### src/logic/srpt_pkg.sv
`default_nettype none
package srpt_pkg;
    // summary status byte bit positions
    localparam int SB_OPS_SUM  = 1;
    localparam int SB_ERRQ_NE  = 2;
    localparam int SB_DES      = 3;
    localparam int SB_RSP_WAIT = 4;
    localparam int SB_STD_EVT  = 5;
    localparam int SB_SRQ_SUM  = 6;
    localparam logic [7:0] SB_RSVD_MASK = 8'h81;
    // device error condition bit positions
    localparam int ERR_SPD_HIGH = 0;
    localparam int ERR_SPD_LOW  = 1;
    localparam int ERR_PWR_HIGH = 2;
    localparam int ERR_PWR_LOW  = 3;
    localparam logic [15:0] ERR_USED_MASK = 16'h000F;
    localparam logic [15:0] OPER_USED_MASK = 16'h0000;
    localparam logic [15:0] REG_RST = 16'h0000;
    // error queue
    localparam int QDEPTH = 30;
    localparam int QPTR_W = 5;
    localparam logic [7:0] CODE_NONE = 8'h00;
    localparam logic [7:0] CODE_QOVF = 8'h3C;
    // error event sources, one strobe each, codes in source order
    localparam int NEVT = 20;
    localparam logic [7:0] EVT_CODE [NEVT] = '{
        8'h3D, 8'h3E, 8'h3F,                // command overflow, unknown, param count
        8'h40, 8'h41, 8'h42, 8'h43,         // bad decimal, nondecimal, string, char
        8'h32,                              // response buffer overflow
        8'h28, 8'h29, 8'h2A, 8'h2B,         // nv memory timeout, checksum, unknown, space
        8'h82, 8'h83, 8'h84, 8'h85,         // i2c start/stop, nack, short write, arb lost
        8'h64, 8'h65,                       // authentication needed, failed
        8'h6E, 8'h6F                        // service mode forbidden, required
    };
    typedef enum logic [3:0] {
        CMD_ERR_CND  = 4'h0,
        CMD_ERR_EVT  = 4'h1,
        CMD_ERR_ENA  = 4'h2,
        CMD_ERR_SET  = 4'h3,
        CMD_OPER_CND = 4'h4,
        CMD_OPER_EVT = 4'h5,
        CMD_OPER_ENA = 4'h6,
        CMD_OPER_SET = 4'h7,
        CMD_STB      = 4'h8,
        CMD_SRE      = 4'h9,
        CMD_SRE_SET  = 4'hA,
        CMD_ERRQ     = 4'hB
    } srpt_cmd_type;
endpackage
`default_nettype wire

### src/logic/srpt_status.sv
`timescale 1ns/1ps
`default_nettype none
module srpt_status
    import srpt_pkg::*;
(
    input  wire logic            mclk_i,
    input  wire logic            nrst_i,
    input  wire logic            optical_power_low_i,
    input  wire logic            optical_power_high_i,
    input  wire logic            motor_speed_low_i,
    input  wire logic            motor_speed_high_i,
    input  wire logic            std_event_summary_i,
    input  wire logic            response_waiting_i,
    input  wire logic [NEVT-1:0] err_evt_i,
    input  wire logic            cmd_valid_i,
    input  wire srpt_cmd_type    cmd_sel_i,
    input  wire logic [15:0]     cmd_data_i,
    output logic                 rsp_valid_o,
    output logic [15:0]          rsp_data_o,
    output logic [5:0]           rsp_text_idx_o,
    output logic [7:0]           status_byte_o,
    output logic                 srq_o
);

    function automatic logic [QPTR_W-1:0] ptr_inc(input logic [QPTR_W-1:0] p);
        ptr_inc = (p == QPTR_W'(QDEPTH - 1)) ? '0 : p + 1'b1;
    endfunction

    function automatic logic [QPTR_W-1:0] ptr_dec(input logic [QPTR_W-1:0] p);
        ptr_dec = (p == '0) ? QPTR_W'(QDEPTH - 1) : p - 1'b1;
    endfunction

    // position of a code in the description table
    function automatic logic [5:0] text_idx(input logic [7:0] c);
        logic [7:0] t;
        t = 8'h00;
        if (c <= 8'h07) t = c;
        else if (c == 8'h0D) t = 8'h08;
        else if (c >= 8'h28 && c <= 8'h2B) t = c - 8'h1F;
        else if (c == 8'h32) t = 8'h0D;
        else if (c >= 8'h3C && c <= 8'h43) t = c - 8'h2E;
        else if (c >= 8'h46 && c <= 8'h48) t = c - 8'h30;
        else if (c == 8'h50) t = 8'h19;
        else if (c == 8'h64 || c == 8'h65) t = c - 8'h4A;
        else if (c == 8'h6E || c == 8'h6F) t = c - 8'h52;
        else if (c >= 8'h7B && c <= 8'h7E) t = c - 8'h5D;
        else if (c >= 8'h82 && c <= 8'h85) t = c - 8'h60;
        text_idx = t[5:0];
    endfunction

    function automatic logic [7:0] evt_code(input logic [NEVT-1:0] g);
        logic [7:0] c;
        c = CODE_NONE;
        for (int i = 0; i < NEVT; i++) begin
            if (g[i]) c = c | EVT_CODE[i];
        end
        evt_code = c;
    endfunction

    logic [15:0]       err_cnd;
    logic [15:0]       err_cnd_ff;
    logic [15:0]       err_evt_ff;
    logic [15:0]       err_ena_ff;
    logic [15:0]       op_cnd;
    logic [15:0]       op_cnd_ff;
    logic [15:0]       op_evt_ff;
    logic [15:0]       op_ena_ff;
    logic [7:0]        sre_ff;
    logic [7:0]        nxt_sb;
    logic [NEVT-1:0]   pend_ff;
    logic [NEVT-1:0]   grant;
    logic              push;
    logic [7:0]        push_code;
    logic [7:0]        qmem [QDEPTH];
    logic [QPTR_W-1:0] wr_ptr_ff;
    logic [QPTR_W-1:0] rd_ptr_ff;
    logic [QPTR_W-1:0] cnt_ff;
    logic              full;
    logic              pop;
    logic [7:0]        head;
    logic              rd_err_evt;
    logic              rd_op_evt;

    assign err_cnd = {12'h000, optical_power_low_i, optical_power_high_i,
                      motor_speed_low_i, motor_speed_high_i} & ERR_USED_MASK;
    // every operation bit is reserved, so its condition is tied low
    assign op_cnd     = REG_RST & OPER_USED_MASK;
    assign rd_err_evt = cmd_valid_i && (cmd_sel_i == CMD_ERR_EVT);
    assign rd_op_evt  = cmd_valid_i && (cmd_sel_i == CMD_OPER_EVT);

    always_ff @(posedge mclk_i) begin
        if (!nrst_i) begin
            err_cnd_ff <= REG_RST;
            op_cnd_ff  <= REG_RST;
        end else begin
            err_cnd_ff <= err_cnd;
            op_cnd_ff  <= op_cnd;
        end
    end

    // reading an event register clears it, but a fresh edge in that cycle survives
    always_ff @(posedge mclk_i) begin
        if (!nrst_i) begin
            err_evt_ff <= REG_RST;
            op_evt_ff  <= REG_RST;
        end else begin
            err_evt_ff <= (rd_err_evt ? REG_RST : err_evt_ff) | (err_cnd ^ err_cnd_ff);
            op_evt_ff  <= (rd_op_evt ? REG_RST : op_evt_ff) | (op_cnd ^ op_cnd_ff);
        end
    end

    always_ff @(posedge mclk_i) begin
        if (!nrst_i) begin
            err_ena_ff <= REG_RST;
            op_ena_ff  <= REG_RST;
            sre_ff     <= 8'h00;
        end else if (cmd_valid_i) begin
            if (cmd_sel_i == CMD_ERR_SET) err_ena_ff <= cmd_data_i & ERR_USED_MASK;
            if (cmd_sel_i == CMD_OPER_SET) op_ena_ff <= cmd_data_i & OPER_USED_MASK;
            if (cmd_sel_i == CMD_SRE_SET) sre_ff <= cmd_data_i[7:0] & ~SB_RSVD_MASK;
        end
    end

    always_comb begin
        nxt_sb         = 8'h00;
        nxt_sb[SB_STD_EVT]  = std_event_summary_i;
        nxt_sb[SB_RSP_WAIT] = response_waiting_i;
        nxt_sb[SB_DES]      = |(err_evt_ff & err_ena_ff);
        nxt_sb[SB_ERRQ_NE]  = (cnt_ff != '0);
        nxt_sb[SB_OPS_SUM]  = |(op_evt_ff & op_ena_ff);
        // summary bit itself is kept out of the enable mask
        nxt_sb[SB_SRQ_SUM]  = |(nxt_sb & sre_ff & ~(8'h01 << SB_SRQ_SUM));
    end

    always_ff @(posedge mclk_i) begin
        if (!nrst_i) begin
            status_byte_o <= 8'h00;
            srq_o         <= 1'b0;
        end else begin
            status_byte_o <= nxt_sb;
            srq_o         <= nxt_sb[SB_SRQ_SUM];
        end
    end

    // simultaneous sources are held and queued one per cycle, lowest first
    assign grant     = pend_ff & (~pend_ff + 1'b1);
    assign push      = |pend_ff;
    assign push_code = evt_code(grant);

    always_ff @(posedge mclk_i) begin
        if (!nrst_i) pend_ff <= '0;
        else pend_ff <= (pend_ff & ~grant) | err_evt_i;
    end

    assign full = (cnt_ff == QPTR_W'(QDEPTH));
    assign pop  = cmd_valid_i && (cmd_sel_i == CMD_ERRQ) && (cnt_ff != '0);
    assign head = qmem[rd_ptr_ff];

    always_ff @(posedge mclk_i) begin
        if (push && (!full || pop)) qmem[wr_ptr_ff] <= push_code;
        else if (push) qmem[ptr_dec(wr_ptr_ff)] <= CODE_QOVF;
    end

    always_ff @(posedge mclk_i) begin
        if (!nrst_i) begin
            wr_ptr_ff <= '0;
            rd_ptr_ff <= '0;
            cnt_ff    <= '0;
        end else begin
            if (push && (!full || pop)) wr_ptr_ff <= ptr_inc(wr_ptr_ff);
            if (pop) rd_ptr_ff <= ptr_inc(rd_ptr_ff);
            if ((push && (!full || pop)) && !pop) cnt_ff <= cnt_ff + 1'b1;
            else if (pop && !(push && (!full || pop))) cnt_ff <= cnt_ff - 1'b1;
        end
    end

    always_ff @(posedge mclk_i) begin
        if (!nrst_i) begin
            rsp_valid_o    <= 1'b0;
            rsp_data_o     <= 16'h0000;
            rsp_text_idx_o <= 6'h00;
        end else begin
            rsp_valid_o    <= 1'b0;
            rsp_text_idx_o <= 6'h00;
            if (cmd_valid_i) begin
                rsp_valid_o <= 1'b1;
                case (cmd_sel_i)
                    CMD_ERR_CND:  rsp_data_o <= err_cnd_ff;
                    CMD_ERR_EVT:  rsp_data_o <= err_evt_ff;
                    CMD_ERR_ENA:  rsp_data_o <= err_ena_ff;
                    CMD_OPER_CND: rsp_data_o <= op_cnd_ff;
                    CMD_OPER_EVT: rsp_data_o <= op_evt_ff;
                    CMD_OPER_ENA: rsp_data_o <= op_ena_ff;
                    CMD_STB:      rsp_data_o <= {8'h00, status_byte_o};
                    CMD_SRE:      rsp_data_o <= {8'h00, sre_ff};
                    CMD_ERRQ: begin
                        rsp_data_o     <= {8'h00, pop ? head : CODE_NONE};
                        rsp_text_idx_o <= text_idx(pop ? head : CODE_NONE);
                    end
                    default: begin
                        rsp_valid_o <= 1'b0;
                        rsp_data_o  <= rsp_data_o;
                    end
                endcase
            end
        end
    end
endmodule // srpt_status
`default_nettype wire

### config.mk
export PLATFORM = sky130hd
export DESIGN_NAME = srpt_status
export DESIGN_NICKNAME = d
export VERILOG_FILES = /design/src/logic/srpt_pkg.sv /design/src/logic/srpt_status.sv
export SDC_FILE = /design/constraint.sdc
export NUM_CORES = 1
export LEC_CHECK = 0
export BUFFER_PORTS_ARGS = -buffer_cell sky130_fd_sc_hd__buf_2
export CORE_ASPECT_RATIO = 1.1
export CORE_MARGIN = 2
export CORE_UTILIZATION = 55
export DETAILED_ROUTE_END_ITERATION = 12
export PLACE_DENSITY = 0.76
export SLEW_MARGIN = 30
export SYNTH_ARGS = -nofsm -noshare
export SYNTH_HDL_FRONTEND = slang
export SYNTH_SLANG_ARGS = --single-unit
### constraint.sdc
create_clock -name mclk_i -period 3.8 [get_ports mclk_i]
set_input_delay 0.76 -clock mclk_i [delete_from_list [all_inputs] [get_ports mclk_i]]
set_output_delay 0.76 -clock mclk_i [all_outputs]
set_load 0.02 [all_outputs]
==> flow_metrics.tcl, run 1 <==
set metrics [dict create \
    status "completed" \
    die_h_um 175 \
    drv_slew 0 \
    die-width_um 159 \
    finalNonFillerCells 1693 \
    routed_wl_um 35500 \
    vdd_drop_max_mv 0.361 \
    cp_top_family "compound AO/OA/AOI/OAI gates" \
    portBuffers 60 \
    antenna_found_initial 0 \
    place_hpwl_um 24500 \
    fillerInstances 1912 \
    die_area_um2 27900 \
    top_layer_used "met4" \
    clock_latency_ns 0.58 \
    finalPower_mw 7.44 \
    num_rows 62 \
    worstPathCellList "buf_4 -> mux4_1 -> o22ai_1 -> o221ai_1 -> o2111a_1 -> buf_4 -> buf_4 -> a31oi_1 -> a311o_1 -> o2111ai_1 -> a221o_1 -> o21a_1" \
    gp_congestion 0.916 \
    p_leak_nw 6.19 \
    drt-met1-wl_um 14300 \
    synth-seq-area-share_pct 60.1 \
    holdBufCountCts 0 \
    synth_most_common_cell "edfxtp_1" \
    yosysUniqueCellTypes 86 \
    arrival_ns 4.16 \
    start_util_pct 55.9 \
    hold_class "input port to flip-flop" \
    finalClockSkew_ns 0.0169 \
    cp.depth 12 \
    post-route-min-period_ns 3.70 \
    setup_viol 0 \
    worst_path_max_delay_cell "mux4_1" \
    crit_buf_inv 3 \
    finalCritPeriodShare_pct 97.5 \
    pin_count 81 \
    power_density_nw_per_um2 433 \
    drive_above_1_share_pct 24.8 \
    endpoint_kind "flip-flop" \
    fin_area_um2 17200 \
    max_freq_mhz 270 \
    cpPeakStageDelay_ns 0.58 \
    syn_inst 1128 \
    wl_per_cell_um 21.0 \
    finalHoldViolations 0 \
    avgViaCountPerCell 5.99 \
    yosysWarnings 0 \
    wl_met2_um 17600 \
    numCtsBuffers 31 \
    start_kind "flip-flop" \
    synth.area.top_cells "edfxtp_1 (49%), dfxtp_1 (11%), mux2i_1 (5.4%)" \
    async_reset_ff_share_pct 0 \
    synth-edff-count 240 \
    syn_area_per_cell_um2 12.9 \
    reg2reg_depth 12 \
    path_class "flip-flop to flip-flop" \
    ant_nets 0 \
    first_pass_iters 5 \
    cpMostUsedCell "buf_4" \
    placedCellCount 1631 \
    synth-seq-cells 318 \
    place_area_um2 16200 \
    drc 0 \
    r2r_end "rsp_text_idx_o[3]" \
    grt_pass1_vias 10000 \
    overflow 0 \
    cts.clk_slew.worst_paths_ns 0.06 \
    n_antenna_cell 0 \
    maxCapViolCount 0 \
    area_growth_pct 17.8 \
    grt_pass1_wl_um 55600 \
    worst_pin_slew_ns 0.967 \
    syn_area_um2 14600 \
    slew_headroom_pct 35.3 \
    grt_max_degree 59 \
    crit_end "rsp_text_idx_o[3]" \
    h-tree-depth 1 \
    yosysTopAreaCellShare_pct 49.4 \
    nNetsFinal 1392 \
    route.met3.wl_um 2810 \
    synth_top_area_cell "edfxtp_1" \
    worst-path-max-fanout 13 \
    cts_sinks 318 \
    rrSetupSlack_ns 0.1 \
    drtIter0Drc 903 \
    crit_required_ns 4.26 \
    clock_path_buffers 3 \
    grt_use_total_pct 25.5 \
    cts_tree "done" \
    synth_common_cells "edfxtp_1 (240), mux2i_1 (79), nor2_1 (79), dfxtp_1 (78), nand2_1 (69)" \
    cts-root-buf "clkbuf_16" \
    synth_ff_type "edfxtp_1" \
    coreArea_um2 26100 \
    vias 10100 \
    whs_ns 0.402 \
]
worst reg2reg max path, delay by kind of cell, from the launching register on:
family          cells  cell delay, ns
buf+inv             3            0.49
mux                 1            0.58
flops               1            0.47
compound gates      8            2.08
what timing repair did:
action                                  CTS  global route
resized for setup                         0             4
setup buffers                             0             6
endpoints found under the setup margin    0             6
worst min path at each step:
stage,startpoint,endpoint,slack (ns),cells past startpoint
after floorplan,sre_ff[2],srq_o,0.46,2
after global placement,rsp_data_o[7],rsp_data_o[7],0.45,2
after detailed placement,rsp_data_o[1],rsp_data_o[1],0.47,2
after CTS,err_evt_i[0],pend_ff[0],0.39,2
after global routing,err_evt_i[0],pend_ff[0],0.39,2
final,err_evt_i[2],pend_ff[2],0.40,2
cell usage in the layout, fill, tap and decap left out, types with 18 or more instances in the layout:
cell	synthesis	layout
nor2b_1	41	41
a22oi_1	18	18
clkbuf_16	0	31
nor2_1	79	77
nand3_1	18	18
nand2_1	69	69
and2_1	27	27
a21oi_1	48	47
inv_1	26	26
mux2i_1	79	79
buf_4	16	145
edfxtp_1	240	240
dfxtp_1	78	75
ha_1	24	23
buf_2	5	60
o21ai_0	38	35
mux4_2	26	26
where the power goes:
part,total [mW],internal [mW],switching (mW)
clock network,2.98,1.70,1.29
registers,3.90,3.85,0.0533
logic,0.554,0.205,0.349
total,7.44,5.75,1.69
area by class of cell:
| class | instances | area [um^2] | share of cell area, % |
|---|---|---|---|
| timing repair buffer | 211 | 1500 | 8.72 |
| multi-input combinational | 727 | 5390 | 31.3 |
| clock inverter | 21 | 191 | 1.11 |
| clock buffer | 35 | 791 | 4.60 |
| sequential | 318 | 8770 | 51.0 |
| inverter | 29 | 114 | 0.662 |
| tap | 352 | 440 | 2.56 |
stage by stage:
| stage | setup WS, ns | utilization (%) | setup TNS (ns) |
|---|---|---|---|
| 6_report | 0.0955 | 65.8 | 0 |
| 5_1_grt | -0.0116 | 65.8 | -0.0152 |
| 4_1_cts | 0.0198 | 65.6 | 0 |
| 3_5_place_dp | 0.0335 | 61.8 | 0 |
| 3_3_place_gp | 0.0513 | 61.8 | 0 |
| 2_1_floorplan | 0.00287 | - | 0 |
kinds of logic after synthesis:
kind of cell / count (synthesis) / share of synthesized area (%)
other: 1 / 0.0257
XOR/XNOR: 17 / 1.02
AO/OA/AOI/OAI: 230 / 10.9
multiplexers: 116 / 10.4
buffers and inverters: 93 / 3.73
adder cells (fa/ha/maj): 25 / 2.19
flip-flops: 318 / 60.1
AND/OR/NAND/NOR: 328 / 11.7
state kept, by name, indices dropped and copies added (netlist names), named ones only:
name / flops
rsp_data_o: 8
rsp_text_idx_o: 6
srq_o: 1
status_byte_o: 4
sre_ff: 6
err_cnd_ff: 4
pend_ff: 20
wr_ptr_ff: 5
qmem: 240
cnt_ff: 5
err_ena_ff: 4
rsp_valid_o: 1
err_evt_ff: 4
rd_ptr_ff: 5
layer usage:
metal | up-vias | global-route usage (%)
met3 | 62 | 3.75
li1 | 4659 | -
met2 | 445 | 43.2
met5 | - | 0
met4 | 0 | 7.05
met1 | 4979 | 34.7
Note: power is estimated with default switching activity, not from simulation.
==> run 2, diff against run 1 <==
--- a/config.mk
+++ b/config.mk
@@ -6,8 +6,9 @@
 export NUM_CORES = 1
 export LEC_CHECK = 0
 export BUFFER_PORTS_ARGS = -buffer_cell sky130_fd_sc_hd__buf_2
+export CAP_MARGIN = 40
 export CORE_ASPECT_RATIO = 1.1
-export CORE_MARGIN = 2
+export CORE_MARGIN = 10
 export CORE_UTILIZATION = 55
 export DETAILED_ROUTE_END_ITERATION = 12
 export PLACE_DENSITY = 0.76
==> flow_metrics.tcl, run 2 (synthesized netlist as in run 1, its figures left out) <==
set metrics [dict create \
    portBuffers 60 \
    endpoint_kind "flip-flop" \
    cts_tree "done" \
    overflow 0 \
    cts.clk_slew.worst_paths_ns 0.06 \
    drtIter0Drc 1040 \
    hold_class "input port to flip-flop" \
    cts_setup_buffers 0 \
    status "completed" \
    r2r_end "rsp_text_idx_o[3]" \
    reg_top3 "qmem (240), pend_ff (20), rsp_data_o (8)" \
    cp_top_family "compound AO/OA/AOI/OAI gates" \
    worst-path-max-fanout 14 \
    p_leak_nw 6.20 \
    setup_viol 0 \
    first_pass_iters 5 \
    layout_commonest_cell "edfxtp_1" \
    grt_use_total_pct 20.8 \
    cts_sinks 318 \
    start_util_pct 55.9 \
    holdBufCountCts 0 \
    clock_latency_ns 0.56 \
    totalNegativeSetupSlack_ns 0 \
    num_rows 62 \
    ant_nets 0 \
    h-tree-depth 1 \
    place_hpwl_um 25000 \
    finalClockSkew_ns 0.00787 \
    die-width_um 175 \
    largest_reg_flops 240 \
    grt_pass1_vias 9845 \
    numCtsBuffers 30 \
    vdd_drop_max_mv 0.359 \
    n_antenna_cell 0 \
    nNetsFinal 1388 \
    max_freq_mhz 275 \
    worstPathCellList "buf_12 -> mux4_2 -> mux2i_1 -> a21oi_1 -> nand4_2 -> ha_1 -> inv_1 -> o2bb2ai_1 -> and2_1 -> a311oi_2 -> nor3_1 -> a221o_1 -> o21a_1" \
    path_class "flip-flop to flip-flop" \
    coreArea_um2 26100 \
    arrival_ns 4.09 \
    regMostFlops "qmem" \
    worst_path_max_delay_cell "dfxtp_4" \
    layout_common_cells "edfxtp_1 (240), buf_4 (138), nor2_1 (79), mux2i_1 (79), dfxtp_1 (74)" \
    avgViaCountPerCell 5.94 \
    wl_per_cell_um 21.1 \
    drv_slew 0 \
    drive_above_1_share_pct 25.2 \
    reg2reg_depth 13 \
    crit_required_ns 4.25 \
    gp_congestion 0.938 \
    power_density_nw_per_um2 435 \
    finalHoldViolations 0 \
    antenna_found_initial 0 \
    pin_count 81 \
    die_area_um2 33500 \
    finalCritPeriodShare_pct 95.8 \
    maxCapViolCount 0 \
    vias 10000 \
    routed_wl_um 35600 \
    drc 0 \
    cpPeakStageDelay_ns 0.56 \
    cts-root-buf "clkbuf_16" \
    area_growth_pct 18.4 \
    rrSetupSlack_ns 0.16 \
    clock_path_buffers 3 \
    slew_headroom_pct 48.0 \
    whs_ns 0.410 \
    die_h_um 191 \
    crit_buf_inv 2 \
    worst_pin_slew_ns 0.770 \
    cp.depth 13 \
    grt_max_degree 58 \
    start_kind "flip-flop" \
    crit_end "rsp_text_idx_o[3]" \
    post-route-min-period_ns 3.64 \
    grt_pass1_wl_um 55400 \
]
run 2: cell types whose count changed in the layout (fill, tap and decap cells not counted), sizes merged:
cell	previous run	this run
clkinv	14	11
bufinv	3	4
buf	211	205
clkinvlp	2	3
inv	31	32
clkbuf	35	37
run 2: worst min path at each step:
stage             startpoint       endpoint  slack, ns  cells after the start
2_1_floorplan      sre_ff[2]          srq_o       0.46                      2
3_3_place_gp   rsp_data_o[7]  rsp_data_o[7]       0.45                      2
3_5_place_dp   rsp_data_o[0]  rsp_data_o[0]       0.48                      2
4_1_cts         err_evt_i[6]     pend_ff[6]       0.40                      2
5_1_grt         err_evt_i[6]     pend_ff[6]       0.41                      2
6_report        err_evt_i[6]     pend_ff[6]       0.41                      2
run 2: cell type report:
cell class	instances	area [um^2]
clock buffers	34	797
clock inverters	21	220
fillers	1870	8860
inverters	29	114
multi-input cells	727	5430
flip-flops and latches	318	8780
well taps	352	440
repair buffers	208	1500
run 2: stage by stage:
step	area, um^2	power (mW)	instances	setup WS [ns]	util [%]
4_1_cts	17200	7.55	1686	0.0353	65.8
5_1_grt	17300	7.75	1689	-0.00458	66.1
3_5_place_dp	16200	4.52	1631	-0.0917	61.9
3_3_place_gp	16200	4.50	1631	-0.0295	61.9
6_report	17300	7.52	1689	0.160	66.1
2_1_floorplan	14700	4.30	1138	0.00287	-
run 2: timing repair:
item	in CTS	in global routing
cloned	0	0
gates resized for setup	2	12
endpoints found under the setup margin	6	7
run 2: power breakdown:
part | internal (mW) | total (mW) | switching, mW
Combinational | 0.208 | 0.552 | 0.345
Sequential | 3.85 | 3.90 | 0.0542
Clock | 1.78 | 3.07 | 1.29
run 2: per-layer routing:
metal  wire (um)  global-route usage, %
met1       14100                   27.3
met2       17300                   34.9
met3        2970                   3.06
met4        1250                   7.11
met5           0                      0
